--- src/verilog/gxp_defs.vh ---
// gxp_defs.vh: constants for the serial gpio expander core
// assumes: included by the core and by the bench, no other users
`ifndef GXP_DEFS_VH
`define GXP_DEFS_VH
// register pointer codes
`define GXP_IN0   4'h0
`define GXP_IN1   4'h1
`define GXP_INV0  4'h2
`define GXP_INV1  4'h3
`define GXP_HOLD0 4'h4
`define GXP_HOLD1 4'h5
`define GXP_PULL0 4'h6
`define GXP_PULL1 4'h7
`define GXP_DIR0  4'h8
`define GXP_DIR1  4'h9
`define GXP_OUTPUT_VALUE_BANK0  4'hA
`define GXP_OUTPUT_VALUE_BANK1  4'hB
`define GXP_IRQ_MASK_BANK0  4'hC
`define GXP_IRQ_MASK_BANK1  4'hD
`define GXP_FLG0  4'hE
`define GXP_FLG1  4'hF
// command byte fields
`define GXP_CMD_AI   7
`define GXP_CMD_RSVH 6
`define GXP_CMD_RSVL 4
// hold enable fields
`define GXP_HOLD_KEEP 0
`define GXP_HOLD_PULL 1
// reset values
`define GXP_CMD_RST  8'h00
`define GXP_INV_RST  8'h00
`define GXP_HOLD_RST 8'h00
`define GXP_PULL_RST 8'h00
`define GXP_DIR_RST  8'hFF
`define GXP_OUT_RST  8'h00
`define GXP_MSK_RST  8'hFF
// slave address, arbitrary values
`define GXP_FIXED_ADDR 7'h20
`define GXP_ADDR_HI    3'h2
`endif

--- src/verilog/gxp_core.v ---
// gxp_core.v: two-bank sixteen pin gpio expander behind a serial slave
// assumes: scl, sda, pins and address selects are asynchronous to clk
// Operation
// - sixteen pins in two banks of eight, each with own registers
// - direction register bit selects input or output per pin
// - input register read value optionally inverted per pin
// - per bank either keeper or pulls; pulls only when keeper off
// - keeper holds last level, external drivers may override
// - address byte lsb one means read, zero means write
// - small variant answers one fixed slave address
// - after write address ack, next byte goes to command pointer
// - low four pointer bits select one of sixteen registers
// - command acked only if a defined code, otherwise not acked
// - command pointer resets to zero, auto step cleared
// - auto step set advances pointer after each data byte
// - pointer wraps from last register to register zero
// - auto step clear keeps pointer on the same register
// - codes map in bank pairs from inputs up to interrupt flags
// - input and flag registers read only, others read write
// - each register written alone, others untouched
// - active low reset returns device to initial state
// - interrupt is open drain, pulled low when asserted
// - unmasked input change raises interrupt, all masked by default
// - reset makes all pins inputs and restores defaults
// - input registers show pin levels, writes acked and ignored
// - inversion bit one inverts the read bit, zero leaves it
`timescale 1ns/1ns
`include "gxp_defs.vh"
module gxp_core #(
  parameter       WIDE_PKG   = 0,
  parameter [6:0] FIXED_ADDR = `GXP_FIXED_ADDR,
  parameter [2:0] ADDR_HI    = `GXP_ADDR_HI
) (
  input  wire        clk,
  input  wire        nrst,
  input  wire        scl_i,
  input  wire        sda_i,
  output reg         sda_o,
  output reg         sda_oe,
  input  wire [3:0]  addr_sel_i,
  input  wire [15:0] gpio_i,
  output reg  [15:0] gpio_o,
  output reg  [15:0] gpio_oe,
  output reg  [15:0] keep_en,
  output reg  [15:0] pull_en,
  output reg  [15:0] pull_up,
  output reg         int_o,
  output reg         int_oe
);
  // link states
  localparam [2:0] ST_IDLE = 3'd0;
  localparam [2:0] ST_ADDR = 3'd1;
  localparam [2:0] ST_CMD  = 3'd2;
  localparam [2:0] ST_WDAT = 3'd3;
  localparam [2:0] ST_ACK  = 3'd4;
  localparam [2:0] ST_RDAT = 3'd5;
  localparam [2:0] ST_MACK = 3'd6;

  // synchroniser stages, link state and register storage
  reg  [2:0]  scl_sq;
  reg  [2:0]  sda_sq;
  reg  [3:0]  asel_s1_q;
  reg  [3:0]  asel_q;
  reg  [15:0] pin_s1_q;
  reg  [15:0] pin_q;
  reg  [15:0] pin_prev_q;
  reg  [2:0]  st_q;
  reg  [2:0]  nxt_q;
  reg  [3:0]  cnt_q;
  reg  [7:0]  sr_q;
  reg  [7:0]  tx_q;
  reg  [3:0]  ptr_q;
  reg         ai_q;
  reg  [7:0]  rf_q [0:15];
  reg  [15:0] flag_q;
  reg  [15:0] flag_clr;
  reg  [6:0]  my_addr;
  integer     i;
  // reset image of the command byte, split into pointer and auto step
  localparam [7:0] CMD_RST = `GXP_CMD_RST;

  // edges seen on the synchronised link lines
  wire scl_rise = scl_sq[1] & ~scl_sq[2];
  wire scl_fall = ~scl_sq[1] & scl_sq[2];
  wire sda_bit  = sda_sq[1];
  // start and stop only while scl stays high
  wire start_ev = scl_sq[1] & scl_sq[2] & ~sda_sq[1] & sda_sq[2];
  wire stop_ev  = scl_sq[1] & scl_sq[2] & sda_sq[1] & ~sda_sq[2];

  // pointer after one data byte; the carry out wraps 0Fh to 00h
  function [3:0] ptr_next;
    input [3:0] cur;
    input       step;
    begin
      if (step)
        ptr_next = cur + 4'h1;
      else
        ptr_next = cur;
    end
  endfunction

  // a load from a flag register clears that bank's flags
  function [15:0] clr_mask;
    input [3:0] idx;
    begin
      case (idx)
        `GXP_FLG0: clr_mask = 16'h00FF;
        `GXP_FLG1: clr_mask = 16'hFF00;
        default:   clr_mask = 16'h0000;
      endcase
    end
  endfunction

  // first bit out on the wire
  function msb_of;
    input [7:0] b;
    begin
      msb_of = b[7];
    end
  endfunction

  // pulls only when the keeper is off
  function pull_on;
    input [7:0] hold;
    begin
      pull_on = hold[`GXP_HOLD_PULL] & ~hold[`GXP_HOLD_KEEP];
    end
  endfunction

  // reset value of each storage slot
  function [7:0] rst_val;
    input [3:0] idx;
    begin
      case (idx[3:1])
        3'd1:    rst_val = `GXP_INV_RST;
        3'd2:    rst_val = `GXP_HOLD_RST;
        3'd3:    rst_val = `GXP_PULL_RST;
        3'd4:    rst_val = `GXP_DIR_RST;
        3'd5:    rst_val = `GXP_OUT_RST;
        3'd6:    rst_val = `GXP_MSK_RST;
        default: rst_val = 8'h00;
      endcase
    end
  endfunction

  // read only slots never take a write
  function is_ro;
    input [3:0] idx;
    begin
      is_ro = (idx == `GXP_IN0) | (idx == `GXP_IN1) |
              (idx == `GXP_FLG0) | (idx == `GXP_FLG1);
    end
  endfunction

  // read mux over the sixteen codes
  function [7:0] rd_byte;
    input [3:0] idx;
    begin
      case (idx)
        `GXP_IN0: rd_byte = pin_q[7:0] ^ rf_q[`GXP_INV0];
        `GXP_IN1: rd_byte = pin_q[15:8] ^ rf_q[`GXP_INV1];
        `GXP_FLG0: rd_byte = flag_q[7:0];
        `GXP_FLG1: rd_byte = flag_q[15:8];
        default: rd_byte = rf_q[idx];
      endcase
    end
  endfunction

  // slave address, fixed or from select pins
  always @* begin
    if (WIDE_PKG != 0)
      my_addr = {ADDR_HI, asel_q};
    else
      my_addr = FIXED_ADDR;
  end

  // link line synchronisers; third stage is edge history only
  always @(posedge clk or negedge nrst) begin
    if (!nrst) begin
      scl_sq <= 3'h7;
      sda_sq <= 3'h7;
    end else begin
      scl_sq <= {scl_sq[1:0], scl_i};
      sda_sq <= {sda_sq[1:0], sda_i};
    end
  end

  // address select synchroniser, two stages
  always @(posedge clk or negedge nrst) begin
    if (!nrst) begin
      asel_s1_q <= 4'h0;
      asel_q    <= 4'h0;
    end else begin
      asel_s1_q <= addr_sel_i;
      asel_q    <= asel_s1_q;
    end
  end

  // pin level synchroniser; pins may move at any time
  always @(posedge clk or negedge nrst) begin
    if (!nrst) begin
      pin_s1_q <= 16'h0000;
      pin_q    <= 16'h0000;
    end else begin
      pin_s1_q <= gpio_i;
      pin_q    <= pin_s1_q;
    end
  end

  // slave protocol engine
  always @(posedge clk or negedge nrst) begin
    if (!nrst) begin
      st_q     <= ST_IDLE;
      nxt_q    <= ST_IDLE;
      cnt_q    <= 4'h0;
      sr_q     <= 8'h00;
      tx_q     <= 8'h00;
      ptr_q    <= CMD_RST[3:0];
      ai_q     <= CMD_RST[`GXP_CMD_AI];
      sda_oe   <= 1'b0;
      flag_clr <= 16'h0000;
      for (i = 0; i < 16; i = i + 1)
        rf_q[i] <= rst_val(i[3:0]);
    end else begin
      flag_clr <= 16'h0000;
      if (start_ev) begin
        // repeated start also lands here
        st_q   <= ST_ADDR;
        cnt_q  <= 4'h0;
        sda_oe <= 1'b0;
      end else if (stop_ev) begin
        st_q   <= ST_IDLE;
        sda_oe <= 1'b0;
      end else begin
        case (st_q)
          // shift in address, command or data, msb first
          ST_ADDR, ST_CMD, ST_WDAT: begin
            if (scl_rise) begin
              sr_q  <= {sr_q[6:0], sda_bit};
              cnt_q <= cnt_q + 4'h1;
            end else if (scl_fall && cnt_q == 4'h8) begin
              cnt_q <= 4'h0;
              if (st_q == ST_ADDR) begin
                if (sr_q[7:1] == my_addr) begin
                  sda_oe <= 1'b1;
                  st_q   <= ST_ACK;
                  // lsb one reads, zero writes
                  nxt_q  <= sr_q[0] ? ST_RDAT : ST_CMD;
                end else begin
                  st_q <= ST_IDLE;
                end
              end else if (st_q == ST_CMD) begin
                // reserved high bits refuse the code
                if (sr_q[`GXP_CMD_RSVH:`GXP_CMD_RSVL] == 3'h0) begin
                  sda_oe <= 1'b1;
                  ptr_q  <= sr_q[3:0];
                  ai_q   <= sr_q[`GXP_CMD_AI];
                  st_q   <= ST_ACK;
                  nxt_q  <= ST_WDAT;
                end else begin
                  st_q <= ST_IDLE;
                end
              end else begin
                // data byte: always acked, read only ignored
                sda_oe <= 1'b1;
                st_q   <= ST_ACK;
                nxt_q  <= ST_WDAT;
                if (!is_ro(ptr_q))
                  rf_q[ptr_q] <= sr_q;
                ptr_q <= ptr_next(ptr_q, ai_q);
              end // pointer untouched when auto step clear
            end
          end
          // ninth slot: own ack, then data or read hand-over
          ST_ACK: begin
            if (scl_fall) begin
              st_q <= nxt_q;
              if (nxt_q == ST_RDAT) begin
                tx_q     <= rd_byte(ptr_q);
                sda_oe   <= ~msb_of(rd_byte(ptr_q));
                flag_clr <= clr_mask(ptr_q);
                ptr_q    <= ptr_next(ptr_q, ai_q);
              end else begin
                sda_oe <= 1'b0;
              end
            end
          end
          // read byte, one bit per falling edge
          ST_RDAT: begin
            if (scl_fall) begin
              if (cnt_q == 4'h7) begin
                cnt_q  <= 4'h0;
                sda_oe <= 1'b0;
                st_q   <= ST_MACK;
              end else begin
                cnt_q  <= cnt_q + 4'h1;
                tx_q   <= {tx_q[6:0], 1'b0};
                sda_oe <= ~tx_q[6];
              end
            end
          end
          ST_MACK: begin
            // master nack ends the read; ack asks for more
            if (scl_rise) begin
              st_q  <= sda_bit ? ST_IDLE : ST_ACK;
              nxt_q <= ST_RDAT;
            end
          end
          // unknown code falls back to idle
          default: st_q <= ST_IDLE;
        endcase
      end
    end
  end

  // previous pin levels for change detect
  always @(posedge clk or negedge nrst) begin
    if (!nrst)
      pin_prev_q <= 16'h0000;
    else
      pin_prev_q <= pin_q;
  end

  // sticky flags; a new change beats a read clear
  always @(posedge clk or negedge nrst) begin
    if (!nrst)
      flag_q <= 16'h0000;
    else
      flag_q <= (flag_q & ~flag_clr) |
                ((pin_q ^ pin_prev_q) &
                 ~{rf_q[`GXP_IRQ_MASK_BANK1], rf_q[`GXP_IRQ_MASK_BANK0]});
  end

  // pin drivers follow direction and output registers
  always @(posedge clk or negedge nrst) begin
    if (!nrst) begin
      gpio_o  <= 16'h0000;
      gpio_oe <= 16'h0000;
    end else begin
      gpio_o  <= {rf_q[`GXP_OUTPUT_VALUE_BANK1], rf_q[`GXP_OUTPUT_VALUE_BANK0]};
      // direction bit one means input
      gpio_oe <= ~{rf_q[`GXP_DIR1], rf_q[`GXP_DIR0]};
    end
  end

  // keeper and pulls per bank; analog parts sit outside the core
  always @(posedge clk or negedge nrst) begin
    if (!nrst) begin
      keep_en <= 16'h0000;
      pull_en <= 16'h0000;
      pull_up <= 16'h0000;
    end else begin
      keep_en <= {{8{rf_q[`GXP_HOLD1][`GXP_HOLD_KEEP]}},
                  {8{rf_q[`GXP_HOLD0][`GXP_HOLD_KEEP]}}};
      pull_en <= {{8{pull_on(rf_q[`GXP_HOLD1])}},
                  {8{pull_on(rf_q[`GXP_HOLD0])}}};
      pull_up <= {rf_q[`GXP_PULL1], rf_q[`GXP_PULL0]};
    end
  end

  // open drain pads: value stays low, only the enables move
  always @(posedge clk or negedge nrst) begin
    if (!nrst) begin
      sda_o  <= 1'b0;
      int_o  <= 1'b0;
      int_oe <= 1'b0;
    end else begin
      sda_o  <= 1'b0;
      int_o  <= 1'b0;
      int_oe <= |flag_q;
    end
  end
endmodule // gxp_core

--- config.mk ---
export PLATFORM = sky130hd
export DESIGN_NAME = gxp_core
export DESIGN_NICKNAME = d
export VERILOG_FILES = /design/src/verilog/gxp_core.v
export VERILOG_INCLUDE_DIRS = /design/src /design/src/verilog
export SDC_FILE = /design/constraint.sdc
export NUM_CORES = 1
export LEC_CHECK = 0
export ABC_AREA = 1
export BUFFER_PORTS_ARGS = -buffer_cell sky130_fd_sc_hd__buf_4
export CAP_MARGIN = 20
export CORE_MARGIN = 3
export CORE_UTILIZATION = 59
export DETAILED_ROUTE_END_ITERATION = 16
export PLACE_DENSITY_LB_ADDON = 0.15
export SETUP_SLACK_MARGIN = 0.05
export SYNTH_ARGS = -nofsm -noshare
export SYNTH_HDL_FRONTEND = slang
export SYNTH_SLANG_ARGS = --single-unit
--- constraint.sdc ---
create_clock -name clk -period 3.4 [get_ports clk]
set_input_delay 0.34 -clock clk [delete_from_list [all_inputs] [get_ports clk]]
set_output_delay 0.34 -clock clk [all_outputs]
set_load 0.05 [all_outputs]
Word-level counts from Yosys, hierarchy flattened
Index checks and enable logic that the tools add are counted.
{ "totals": {"reg_bits": 312, "input_bits": 24, "elab_cells": 205} }
{ "classes": {"add_sub_neg": 2, "n_lt_le_gt_ge": 2, "eq_ne": 35, "n_mux": 73, "n_bitwise": 36, "reduce_logical": 20} }
{ "ops": {"columns": ["op", "count"], "rows": [
  ["$bwmux W128", 1],
  ["$mux W16", 5],
  ["$mux W8", 8],
  ["$mux W3", 21],
  ["$mux W4", 14],
  ["$not A16 Y16", 3],
  ["$and A16 B16 Y16", 2],
  ["$bmux W8 S4", 1],
  ["$demux W8 S4", 1],
  ["$ne A4 B4 Y1 const B", 8],
  ["$pmux W16 S2", 1],
  ["$pmux W8 S4", 1],
  ["$reduce_and A8 Y1", 3],
  ["$ne A2 B2 Y1 const B", 9],
  ["$or A16 B16 Y16", 1],
  ["$pmux W4 S2", 2],
  ["$reduce_or A16 Y1", 1],
  ["$xor A16 B16 Y16", 1],
  ["$xor A8 B8 Y8", 2],
  ["$mux W7", 2],
  ["$not A1 Y1", 14],
  ["$pmux W7 S2", 1],
  ["$reduce_and A7 Y1", 2],
  ["$eq A3 B3 Y1 const B", 4],
  ["other kinds (29)", 60]
]} }

Depth between registers and ports, before layout
Gate-level depths: netlist (run 1).
{ "depth": {"depth_word": 16, "ltp_mapped": 14, "ltp_nobuf": 12} }

Worst setup path after synthesis (run 1)
No wires, ideal clock.
{ "synth_path": {"path_type": "register to register", "start": "register ptr_q[0]", "end": "register rf_q[100] in the netlist's numbering", "setup_ns": 0.141, "t_arrival_ns": 2.483, "required_ns": 3.259, "setup_slack_ns": 0.776, "stages_incl_launch_ff": 14, "n_path_buf": 4, "period_less_slack_ns": 2.624, "cell_sequence": "dfrtp_1 clkbuf_1 inv_2 clkbuf_1 ha_1 inv_1 nor2_1 inv_1 nand4_4 nor3_4 buf_12 nand3_4 buf_6 o21ai_2"} }
{ "synth_between": {"elab_chain_cells": 6, "elab_cells_between_ends": 16, "cone_classes": "order compare: 2; eq/ne: 3; mux: 3; bitwise: 5; reduce/logical: 3"} }
{ "synth_rtl": {"columns": ["item", "line", "text"], "rows": [
  ["from (decl)", "gxp_core.v:72", "reg [3:0] ptr_q;"],
  ["from (signal assigned)", "gxp_core.v:218", "ptr_q <= CMD_RST[3:0];"],
  ["from (signal assigned)", "gxp_core.v:256", "ptr_q <= sr_q[3:0];"],
  ["from (signal assigned)", "gxp_core.v:270", "ptr_q <= ptr_next(ptr_q, ai_q);"],
  ["$not A4 Y5 (not written as such) (tied with other cells)", "gxp_core.v:269", "rf_q[ptr_q] <= sr_q;"],
  ["$ge A5 B5 Y1 (not written as such) (tied with other cells)", "gxp_core.v:269", null],
  ["$logic_and A1 B1 Y1 (not written as such) / $or A1 B1 Y1 (equally long branches)", "gxp_core.v:269, gxp_core.v:150", null],
  ["$mux W8 (not written as such) / $or A1 B1 Y1 (equally long branches)", "gxp_core.v:269, gxp_core.v:150", null],
  ["$demux W8 S4 / $not A1 Y1 (equally long branches)", null, null],
  ["$bwmux W128 / $reduce_and A8 Y1 (equally long branches)", null, null],
  ["to (signal, indexed assignment)", "gxp_core.v:223", "rf_q[i] <= rst_val(i[3:0]);"],
  ["to (signal, indexed assignment)", "gxp_core.v:269", null],
  ["to (decl)", "gxp_core.v:74", "reg [7:0] rf_q [0:15];"]
]} }
Several ways; a longest one is shown, not always the timed one.
A chain may end at the register's enable or synchronous reset.

Worst setup path after layout (run 1)
{ "layout_path": {"start": "register ptr_q[0]", "end": "register rf_q[19] in the netlist's numbering"} }
Same word-level chain as after synthesis.

==> impl_metrics.env, run 1 <==
export IMPL_worstMarginPinSlew_ns=0.836
export IMPL_report_final_slew_viol_count=0
export IMPL_via_per_inst=5.44
export IMPL_core_area_mm2=0.0198
export IMPL_grt_pass1_vias=8419
export IMPL_io_pin_count=108
export IMPL_p_seq_share_pct=38.9
export IMPL_syn_avg_cell_area_um2=9.83
export IMPL_holdWs_ns=0.342
export IMPL_peakVddDrop_mv=0.543
export IMPL_cellLeakagePower_nw=6.29
export IMPL_intPower_mw=6.24
export IMPL_cts_sinks=284
export IMPL_drt_pass1_iter_count=7
export IMPL_syn_instance_count=1226
export IMPL_antenna_found_initial=0
export IMPL_yosysTopAreaCell="dfrtp_1"
export IMPL_synthArstFlopShare_pct=100
export IMPL_crit_required_ns=3.86
export IMPL_post_route_drc_count=0
export IMPL_clock_latency_ns=0.55
export IMPL_fp_dieH_um=149
export IMPL_crit_path_start_kind="flop"
export IMPL_yosysWarnings=0
export IMPL_grt_usage_pct=25.5
export IMPL_pwr_share_comb_pct=26.9
export IMPL_finalClockSkew_ns=0.0131
export IMPL_start_util_pct=60.9
export IMPL_power_density_mw_per_mm2=679
export IMPL_crit_arrival_ns=3.61
export IMPL_clk_path_buf_depth=3
export IMPL_outcome="completed"
export IMPL_die_area_mm2=0.0222
export IMPL_dpl_cell_count=1507
export IMPL_setup_viol=0
export IMPL_yosysMostFrequentCell="nand2_1"
export IMPL_die_w_um=149
export IMPL_grt_setup_unrepaired="no"
export IMPL_hold_class="reg2reg"
export IMPL_layout_drive_gt1_share_pct=22.5
export IMPL_yosys_top_cells_count="nand2_1 (260), dfrtp_1 (246), o21ai_0 (105), inv_1 (95), nor2_1 (78)"
export IMPL_n_antenna_cell=0
export IMPL_tritoncts="yes"
export IMPL_fin_crit_ns=3.15
export IMPL_fin_cells=1579
export IMPL_total_power_mw=9.45
export IMPL_tns_ns=0
export IMPL_ys_seq_elements=284
export IMPL_maxCapViolations=0
export IMPL_numCtsBuffers=29
export IMPL_pwr_share_clk_pct=34.2
export IMPL_wl_per_cell_um=17.6
export IMPL_max_slew_margin_pct=44.2
export IMPL_nets=1322
export IMPL_routed_wirelength_um=27700
export IMPL_drtAntennaViolNets=0
export IMPL_synth_top_cell_area_share_pct=51.1
export IMPL_worstSetupEndpointType="flop"
export IMPL_place_ws_ns=0.0836
export IMPL_rows=51
export IMPL_dp_hpwl_um=18200
export IMPL_netSwitchingPower_mw=3.20
export IMPL_synth_area_mm2=0.0120
export IMPL_switching_share_pct=33.9
export IMPL_period_share_pct=92.5
export IMPL_crit_type="reg2reg"
export IMPL_drt_iter0_drc=668
export IMPL_synth_edf_count=0
export IMPL_grt_overflow=0
export IMPL_yosys_top_cells_area="dfrtp_1 (51%), dfstp_2 (8.3%), nand2_1 (8.1%)"
export IMPL_io_buffers=101
export IMPL_grt_start_max_net_pins=89
export IMPL_finalWorstSetupSlack_ns=0.254
export IMPL_dr_total_vias=8589
export IMPL_htree_levels=1
export IMPL_synth_ff_type="dfrtp_1"
export IMPL_clkSlewWorstSetupHoldPaths_ns=0.06
export IMPL_grt_pass1_wl_um=45000
export IMPL_achievable_frequency_ghz=0.318
export IMPL_worstPathMaxFanout=20
export IMPL_hold_viol_final=0
export IMPL_clockRootBuffer="clkbuf_16"
export IMPL_area_growth_pct=15.5
export IMPL_yosys_cell_types_count=42
export IMPL_nFillCells=1511
export IMPL_gp_congestion=0.882
export IMPL_yosysSeqAreaShare_pct=59.4
-- cell type report --
class / count / area, µm² / area share, %
clock buffer: 40 / 797 / 5.73
clock inverter: 13 / 176 / 1.27
inverter: 98 / 368 / 2.64
multi-input combinational: 731 / 3900 / 28.0
sequential: 284 / 7160 / 51.4
tap: 265 / 332 / 2.38
timing repair buffer: 148 / 1190 / 8.56
-- through the flow --
step	utilization [%]	cell area, µm²
after floorplan	-	12100
after global placement	64.4	12700
after detailed placement	64.4	12700
after CTS	70.3	13900
after global routing	70.4	13900
final	70.4	13900
-- power groups by stage --
stage               clock network (mW)  registers (mW)  logic, mW
global route                      3.44            3.69       2.79
CTS                               3.29            3.68       2.52
floorplan                            0            3.68       1.66
finish                            3.23            3.68       2.54
detailed placement                   0            3.73       2.47
global placement                     0            3.73       2.43
-- kinds of logic (layout without fill, tap and decap cells) --
family          Yosys count  after routing  share of synthesized area, %
simple gates            426            426                          15.7
flops                   284            284                          59.4
compound gates          264            264                          13.5
buf+inv                 212            299                          8.35
xor+xnor                 33             33                          2.40
fa+ha+maj                 6              6                         0.623
other cells               1              2                        0.0311
-- repair_timing --
action	in CTS	in global routing
resized for setup	0	2
hold endpoints to repair	84	0
hold buffers	19	0
buffers inserted	0	0
setup endpoints to repair	0	16
-- sequential cells by signal, summed over array words and instances (netlist names), 4 cells and up --
| signal | cells |
|---|---|
| rf_q | 128 |
| flag_q | 16 |
| gpio_o | 16 |
| gpio_oe | 16 |
| pin_prev_q | 16 |
| pin_q | 16 |
| pin_s1_q | 16 |
| pull_up | 16 |
| sr_q | 8 |
| tx_q | 7 |
| cnt_q | 4 |
| ptr_q | 4 |
-- worst max-delay path, cell delays in order, from the launching register on --
cell and delay [ns]:
dfrtp_2 0.63, inv_2 0.21, ha_1 0.39, nand2_1 0.12
buf_4 0.19, nand4_4 0.30, nor3_4 0.24, buf_4 0.34
nand3_2 0.35, o21ai_0 0.28
-- layout by cell type, fill, tap and decap left out, types with 2 or more instances in the layout --
master and instances:
o22ai_1 26, clkinv_1 2, or2_2 3, clkbuf_8 3
inv_1 95, nor2_1 78, clkbuf_16 29, conb_1 2
buf_12 2, clkbuf_1 8, a21oi_1 37, xor2_1 2
dlygate4sd3_1 19, o21ai_2 60, a22oi_1 3, dfrtp_1 245
nand3_4 10, nor2_2 2, a21boi_0 2, nor3_1 5
nand3_2 3, o2111ai_1 6, nand3_1 49, clkinvlp_4 3
o21ai_0 105, xnor2_1 31, buf_4 126, ha_1 6
o21ai_1 21, nor4_1 4, dfstp_2 38, bufinv_16 4
nand4_1 7, nand2_1 260, clkinv_2 5
-- final timing paths --
path	cells past startpoint	slack, ns	from	end
worst max register to register	9	0.25	ptr_q[0]$_DFFE_PN0P_	rf_q[19]$_DFFE_PN1P_
worst max-delay path	9	0.25	ptr_q[0]$_DFFE_PN0P_	rf_q[19]$_DFFE_PN1P_
max in group asynchronous	3	2.16	nrst	rf_q[22]$_DFFE_PN1P_
min in group asynchronous	2	0.39	nrst	gpio_oe[8]$_DFF_PN0_
worst min-delay path	0	0.34	pin_s1_q[12]$_DFF_PN0_	pin_q[12]$_DFF_PN0_
worst min register to register	0	0.34	pin_s1_q[12]$_DFF_PN0_	pin_q[12]$_DFF_PN0_
-- metal layers --
metal | global-route usage (%) | wire length (µm)
met5 | 0 | 0
met4 | 9.57 | 1130
met3 | 3.77 | 1640
met2 | 40.6 | 13100
met1 | 36.1 | 11800
Note: power is estimated with default switching activity, not from simulation.
==> run 2, diff against run 1 <==
--- a/config.mk
+++ b/config.mk
@@ -11,6 +11,8 @@
 export CAP_MARGIN = 20
 export CORE_MARGIN = 3
 export CORE_UTILIZATION = 59
+export CTS_BUF_LIST = sky130_fd_sc_hd__clkbuf_8 sky130_fd_sc_hd__clkbuf_16
+export CTS_CLUSTER_SIZE = 10
 export DETAILED_ROUTE_END_ITERATION = 16
 export PLACE_DENSITY_LB_ADDON = 0.15
 export SETUP_SLACK_MARGIN = 0.05
==> run 2 against run 1 <==
  * Fmax is essentially flat
  * Critical path depth is the same
  * Worst hold slack improved by 0.00051 ns
  * Routed wire length about the same
  * Combinational power about the same
  * Clock-buffer cell count fell by 3
  * Die area unchanged
  * Non-clock buffer count unchanged
  * Worst setup slack worse by 0.00055 ns
  * Clock power about the same
  * Largest power group unchanged
==> impl_metrics.env, run 2 (synthesized netlist as in run 1, its figures left out) <==
export IMPL_total_power_mw=9.41
export IMPL_nets=1327
export IMPL_drt_pass1_iter_count=5
export IMPL_n_antenna_cell=0
export IMPL_hold_class="reg2reg"
export IMPL_use_met2_pct=41.2
export IMPL_achievable_frequency_ghz=0.318
export IMPL_tritoncts="yes"
export IMPL_crit_type="reg2reg"
export IMPL_hold_viol_final=0
export IMPL_maxCapViolations=0
export IMPL_gp_congestion=0.882
export IMPL_drt_iter0_drc=658
export IMPL_grt_pass1_wl_um=45100
export IMPL_grt_usage_pct=25.8
export IMPL_grt_setup_unrepaired="no"
export IMPL_crit_path_start_kind="flop"
export IMPL_cellLeakagePower_nw=6.39
export IMPL_setup_viol=0
export IMPL_finalClockSkew_ns=0.0138
export IMPL_io_buffers=101
export IMPL_numCtsBuffers=34
export IMPL_rows=51
export IMPL_crit_required_ns=3.81
export IMPL_period_share_pct=92.5
export IMPL_die_area_mm2=0.0222
export IMPL_routed_wirelength_um=27700
export IMPL_worstRegToRegCells=9
export IMPL_dr_total_vias=8621
export IMPL_wl_per_cell_um=17.5
export IMPL_clockRootBuffer="clkbuf_16"
export IMPL_largest_register="rf_q"
export IMPL_io_pin_count=108
export IMPL_clkSlewWorstSetupHoldPaths_ns=0.06
export IMPL_start_util_pct=60.9
export IMPL_busiest_layer="met2"
export IMPL_mostFrequentLayoutCells="nand2_1 (260), dfrtp_1 (245), buf_4 (126)"
export IMPL_clk_path_buf_depth=3
export IMPL_use_met3_pct=3.68
export IMPL_fp_dieH_um=149
export IMPL_via_per_inst=5.43
export IMPL_crit_path_top_delay_cell="dfrtp_2"
export IMPL_slowest_delay_ns=0.62
export IMPL_largest_register_ffs=128
export IMPL_max_slew_margin_pct=43.4
export IMPL_fin_crit_ns=3.15
export IMPL_path_cells="inv_2 > ha_1 > nand2_1 > buf_4 > nand4_4 > nor3_4 > buf_4 > nand3_2 > o21ai_0"
export IMPL_whs_path_depth=0
export IMPL_outcome="completed"
export IMPL_globalRouteMet1Util_pct=37.1
export IMPL_crit_arrival_ns=3.56
export IMPL_cts_sinks=284
export IMPL_antenna_found_initial=0
export IMPL_dp_hpwl_um=18200
export IMPL_htree_levels=2
export IMPL_die_w_um=149
export IMPL_tns_ns=0
export IMPL_peakVddDrop_mv=0.550
export IMPL_post_route_drc_count=0
export IMPL_cp_depth=9
export IMPL_layout_drive_gt1_share_pct=21.8
export IMPL_area_growth_pct=15.8
export IMPL_core_area_mm2=0.0198
export IMPL_worstSetupEndpointType="flop"
export IMPL_report_final_slew_viol_count=0
export IMPL_grt_pass1_vias=8368
export IMPL_worstPathMaxFanout=20
export IMPL_worstMarginPinSlew_ns=0.848
export IMPL_clock_latency_ns=0.50
export IMPL_grt_overflow=0
export IMPL_power_density_mw_per_mm2=675
export IMPL_critical_path_top_delay_family="simple AND/OR/NAND/NOR gates"
export IMPL_layout_commonest_cell="nand2_1"
export IMPL_grt_start_max_net_pins=89
export IMPL_drtAntennaViolNets=0
export IMPL_crit_buf_inv=3
export IMPL_cp_common_cell="buf_4"
==> run 2: changes by cell type in the layout (fill, tap and decap cells not counted), sizes merged <==
cell      delta
bufinv       -4
clkbuf       -3
clkinvlp     -3
inv         +23
clkinv       -5
==> run 2: path summary, 6_finish.rpt <==
check / start / to / slack (ns)
worst max-delay path: ptr_q[0]$_DFFE_PN0P_ / rf_q[18]$_DFFE_PN1P_ / 0.25
worst max register to register: ptr_q[0]$_DFFE_PN0P_ / rf_q[18]$_DFFE_PN1P_ / 0.25
min in group asynchronous: nrst / gpio_oe[8]$_DFF_PN0_ / 0.44
max in group asynchronous: nrst / pull_up[6]$_DFF_PN0_ / 2.11
worst min register to register: pin_s1_q[7]$_DFF_PN0_ / pin_q[7]$_DFF_PN0_ / 0.34
worst min-delay path: pin_s1_q[7]$_DFF_PN0_ / pin_q[7]$_DFF_PN0_ / 0.34
==> run 2: worst reg2reg max path, delay by kind of cell (launching register included) <==
kind | cells | cell delay [ns]
buffers and inverters | 3 | 0.74
AOI/OAI and AO/OA | 1 | 0.28
DFF | 1 | 0.62
and+or+nand+nor | 4 | 1.04
adders and majority gates | 1 | 0.39
==> run 2: stage by stage <==
step	setup slack, ns	cell area (µm²)	utilization [%]	cells	hold WS [ns]
finish	0.253	13900	70.5	1587	0.342
global route	0.0630	13900	70.5	1587	0.348
CTS	0.0703	13900	70.4	1587	0.345
detailed placement	0.0836	12700	64.4	1507	0.336
global placement	0.204	12700	64.4	1507	0.332
floorplan	0.776	12100	-	1227	0.0444
==> run 2: layer usage <==
| layer | wire, µm | part of all wire (%) |
|---|---|---|
| met2 | 13500 | 49 |
| met4 | 744 | 2.7 |
| met3 | 1640 | 5.9 |
| met1 | 11800 | 43 |
| met5 | 0 | 0 |
==> run 2: area by class of cell <==
class | count | area (µm²)
well taps | 265 | 332
clock buffers | 37 | 903
flip-flops and latches | 284 | 7160
multi-input cells | 731 | 3900
clock inverters | 24 | 95.1
repair buffers | 148 | 1190
fillers | 1500 | 5840
inverters | 98 | 368
==> run 2: power breakdown <==
group | internal [mW] | switching (mW)
combinational | 0.779 | 1.75
sequential | 3.53 | 0.153
clock | 1.89 | 1.31
==> run 2: what timing repair did <==
action	CTS	global route
resized for setup	0	2
setup buffers	0	0
setup endpoints to repair	0	16
hold buffers	19	0
hold endpoints to repair	84	0
==> run 3, diff against run 2 <==
--- a/config.mk
+++ b/config.mk
@@ -12,9 +12,9 @@
 export CORE_MARGIN = 3
 export CORE_UTILIZATION = 59
 export CTS_BUF_LIST = sky130_fd_sc_hd__clkbuf_8 sky130_fd_sc_hd__clkbuf_16
-export CTS_CLUSTER_SIZE = 10
+export CTS_CLUSTER_SIZE = 30
 export DETAILED_ROUTE_END_ITERATION = 16
-export PLACE_DENSITY_LB_ADDON = 0.15
+export PLACE_DENSITY = 0.78
 export SETUP_SLACK_MARGIN = 0.05
 export SYNTH_ARGS = -nofsm -noshare
 export SYNTH_HDL_FRONTEND = slang
==> run 3 against run 2 <==
  * First-iteration DRC count up 21%
  * Largest power group unchanged
  * Via count up 1.0%
  * Core utilization about the same
  * Sequential cell count unchanged
  * Total power up 1.2%
  * Cell count down 0.69%
  * Largest cell class unchanged
  * Clock power up 4%
  * Sequential share of layout area about the same
  * Combinational power about the same
  * Worst hold slack better by 0.0038 ns
  * Fmax up 4.3%
  * Critical path type unchanged
==> impl_metrics.env, run 3 (synthesized netlist as in run 1, its figures left out) <==
export IMPL_period_share_pct=88.7
export IMPL_routed_wirelength_um=27600
export IMPL_numCtsBuffers=29
export IMPL_die_area_mm2=0.0222
export IMPL_report_final_slew_viol_count=0
export IMPL_worstPathMaxFanout=16
export IMPL_gp_congestion=0.922
export IMPL_min_from="pin_s1_q[5]$_DFF_PN0_"
export IMPL_nets=1318
export IMPL_start_util_pct=60.9
export IMPL_largest_register="rf_q"
export IMPL_dr_total_vias=8707
export IMPL_crit_required_ns=3.84
export IMPL_power_density_mw_per_mm2=683
export IMPL_design_area_mm2=0.0139
export IMPL_wl_per_cell_um=17.5
export IMPL_clkSlewWorstSetupHoldPaths_ns=0.06
export IMPL_setup_viol=0
export IMPL_layout_drive_gt1_share_pct=22.6
export IMPL_fp_dieH_um=149
export IMPL_mostFrequentLayoutCells="nand2_1 (260), dfrtp_1 (244), buf_4 (122)"
export IMPL_post_route_drc_count=0
export IMPL_clockRootBuffer="clkbuf_16"
export IMPL_hold_viol_final=0
export IMPL_hold_class="reg2reg"
export IMPL_crit_type="reg2reg"
export IMPL_area_growth_pct=15.7
export IMPL_peakVddDrop_mv=0.471
export IMPL_tns_ns=0
export IMPL_achievable_frequency_ghz=0.331
export IMPL_finalWorstSetupSlack_ns=0.383
export IMPL_grt_usage_pct=25.3
export IMPL_grt_pass1_wl_um=44800
export IMPL_core_area_mm2=0.0198
export IMPL_grt_pass1_vias=8377
export IMPL_n_antenna_cell=0
export IMPL_largest_register_ffs=128
export IMPL_htree_levels=1
export IMPL_crit_arrival_ns=3.46
export IMPL_clock_latency_ns=0.55
export IMPL_drt_pass1_iter_count=5
export IMPL_worstSetupEndpointType="flop"
export IMPL_maxCapViolations=0
export IMPL_place_ws_ns=0.0983
export IMPL_rr_endpoint="rf_q[23]$_DFFE_PN1P_"
export IMPL_drt_iter0_drc=796
export IMPL_grt_overflow=0
export IMPL_tritoncts="yes"
export IMPL_cts_sinks=284
export IMPL_r2r_setup_slack_ns=0.38
export IMPL_grt_setup_unrepaired="no"
export IMPL_worstRegToRegCells=10
export IMPL_cellLeakagePower_nw=6.33
export IMPL_dp_hpwl_um=18100
export IMPL_outcome="completed"
export IMPL_fin_crit_ns=3.02
export IMPL_finalClockSkew_ns=0.0232
export IMPL_worstMarginPinSlew_ns=0.853
export IMPL_grt_start_max_net_pins=101
export IMPL_layout_commonest_cell="nand2_1"
export IMPL_max_slew_margin_pct=43.0
export IMPL_whs_path_depth=0
export IMPL_antenna_found_initial=0
export IMPL_placed_area_mm2=0.0127
export IMPL_io_pin_count=108
export IMPL_crit_path_start_kind="flop"
export IMPL_io_buffers=101
export IMPL_min_to="pin_q[5]$_DFF_PN0_"
export IMPL_rows=51
export IMPL_drtAntennaViolNets=0
export IMPL_crit_path_start="ptr_q[1]$_DFFE_PN0P_"
export IMPL_r2r_start="ptr_q[1]$_DFFE_PN0P_"
export IMPL_clk_path_buf_depth=3
export IMPL_die_w_um=149
export IMPL_via_per_inst=5.52
export IMPL_cts_setup_buffers=0
## run 3: changes by cell type in the layout (fill, tap and decap cells not counted), sizes merged
cell | previous run | this run
buf | 129 | 125
bufinv | 0 | 5
clkbuf | 37 | 34
clkinv | 2 | 11
inv | 120 | 102
## run 3: power breakdown
group	leakage, nW	internal [mW]	switching [mW]
Combinational	2.27	0.758	1.76
Clock	0.531	2.04	1.29
Sequential	3.53	3.53	0.152
## run 3: routing by layer
layer | GRT usage [%] | share of wire [%]
met1 | 35.9 | 42
met5 | 0 | 0
met3 | 3.92 | 6.2
met4 | 10.8 | 4.4
met2 | 39.4 | 47
## run 3: worst max path at each step
stage                             to  slack, ns  cells after the start
2_1_floorplan  rf_q[100]$_DFFE_PN0P_       0.78                     13
3_3_place_gp    rf_q[21]$_DFFE_PN1P_       0.19                      9
3_5_place_dp    rf_q[17]$_DFFE_PN1P_        0.1                      9
4_1_cts         rf_q[23]$_DFFE_PN1P_       0.24                     10
5_1_grt         rf_q[16]$_DFFE_PN1P_       0.15                      9
6_report        rf_q[23]$_DFFE_PN1P_       0.38                     10
## run 3: repair_timing
item,in CTS,in global routing
pin swaps,0,0
hold endpoints to repair,96,0
gates resized for setup,2,1
endpoints found under the setup margin,9,19
hold buffers,19,0
## run 3: layout make-up
type	instances	area, µm²
timing repair buffer	144	1160
fill	1477	5840
clock buffer	34	795
clock inverter	20	230
inverter	98	368
multi-input combinational	731	3900
tap	265	332
sequential	284	7160
## run 3: metrics by stage
step / instances / hold slack, ns / util [%] / power (mW)
floorplan: 1227 / 0.0444 / - / 5.34
global placement: 1503 / 0.332 / 64.3 / 6.13
detailed placement: 1503 / 0.336 / 64.3 / 6.18
CTS: 1576 / 0.350 / 70.5 / 9.56
global route: 1576 / 0.355 / 70.5 / 10.0
finish: 1576 / 0.346 / 70.5 / 9.53
## run 3: worst max-delay path, cell delays in order (launching register included)
cell,delay [ns]
dfrtp_2,0.55
inv_1,0.19
ha_1,0.37
nand2_1,0.12
buf_4,0.18
nand4_4,0.28
nor3_4,0.24
buf_4,0.33
nand3_2,0.37
nand2_1,0.17
o21ai_0,0.10
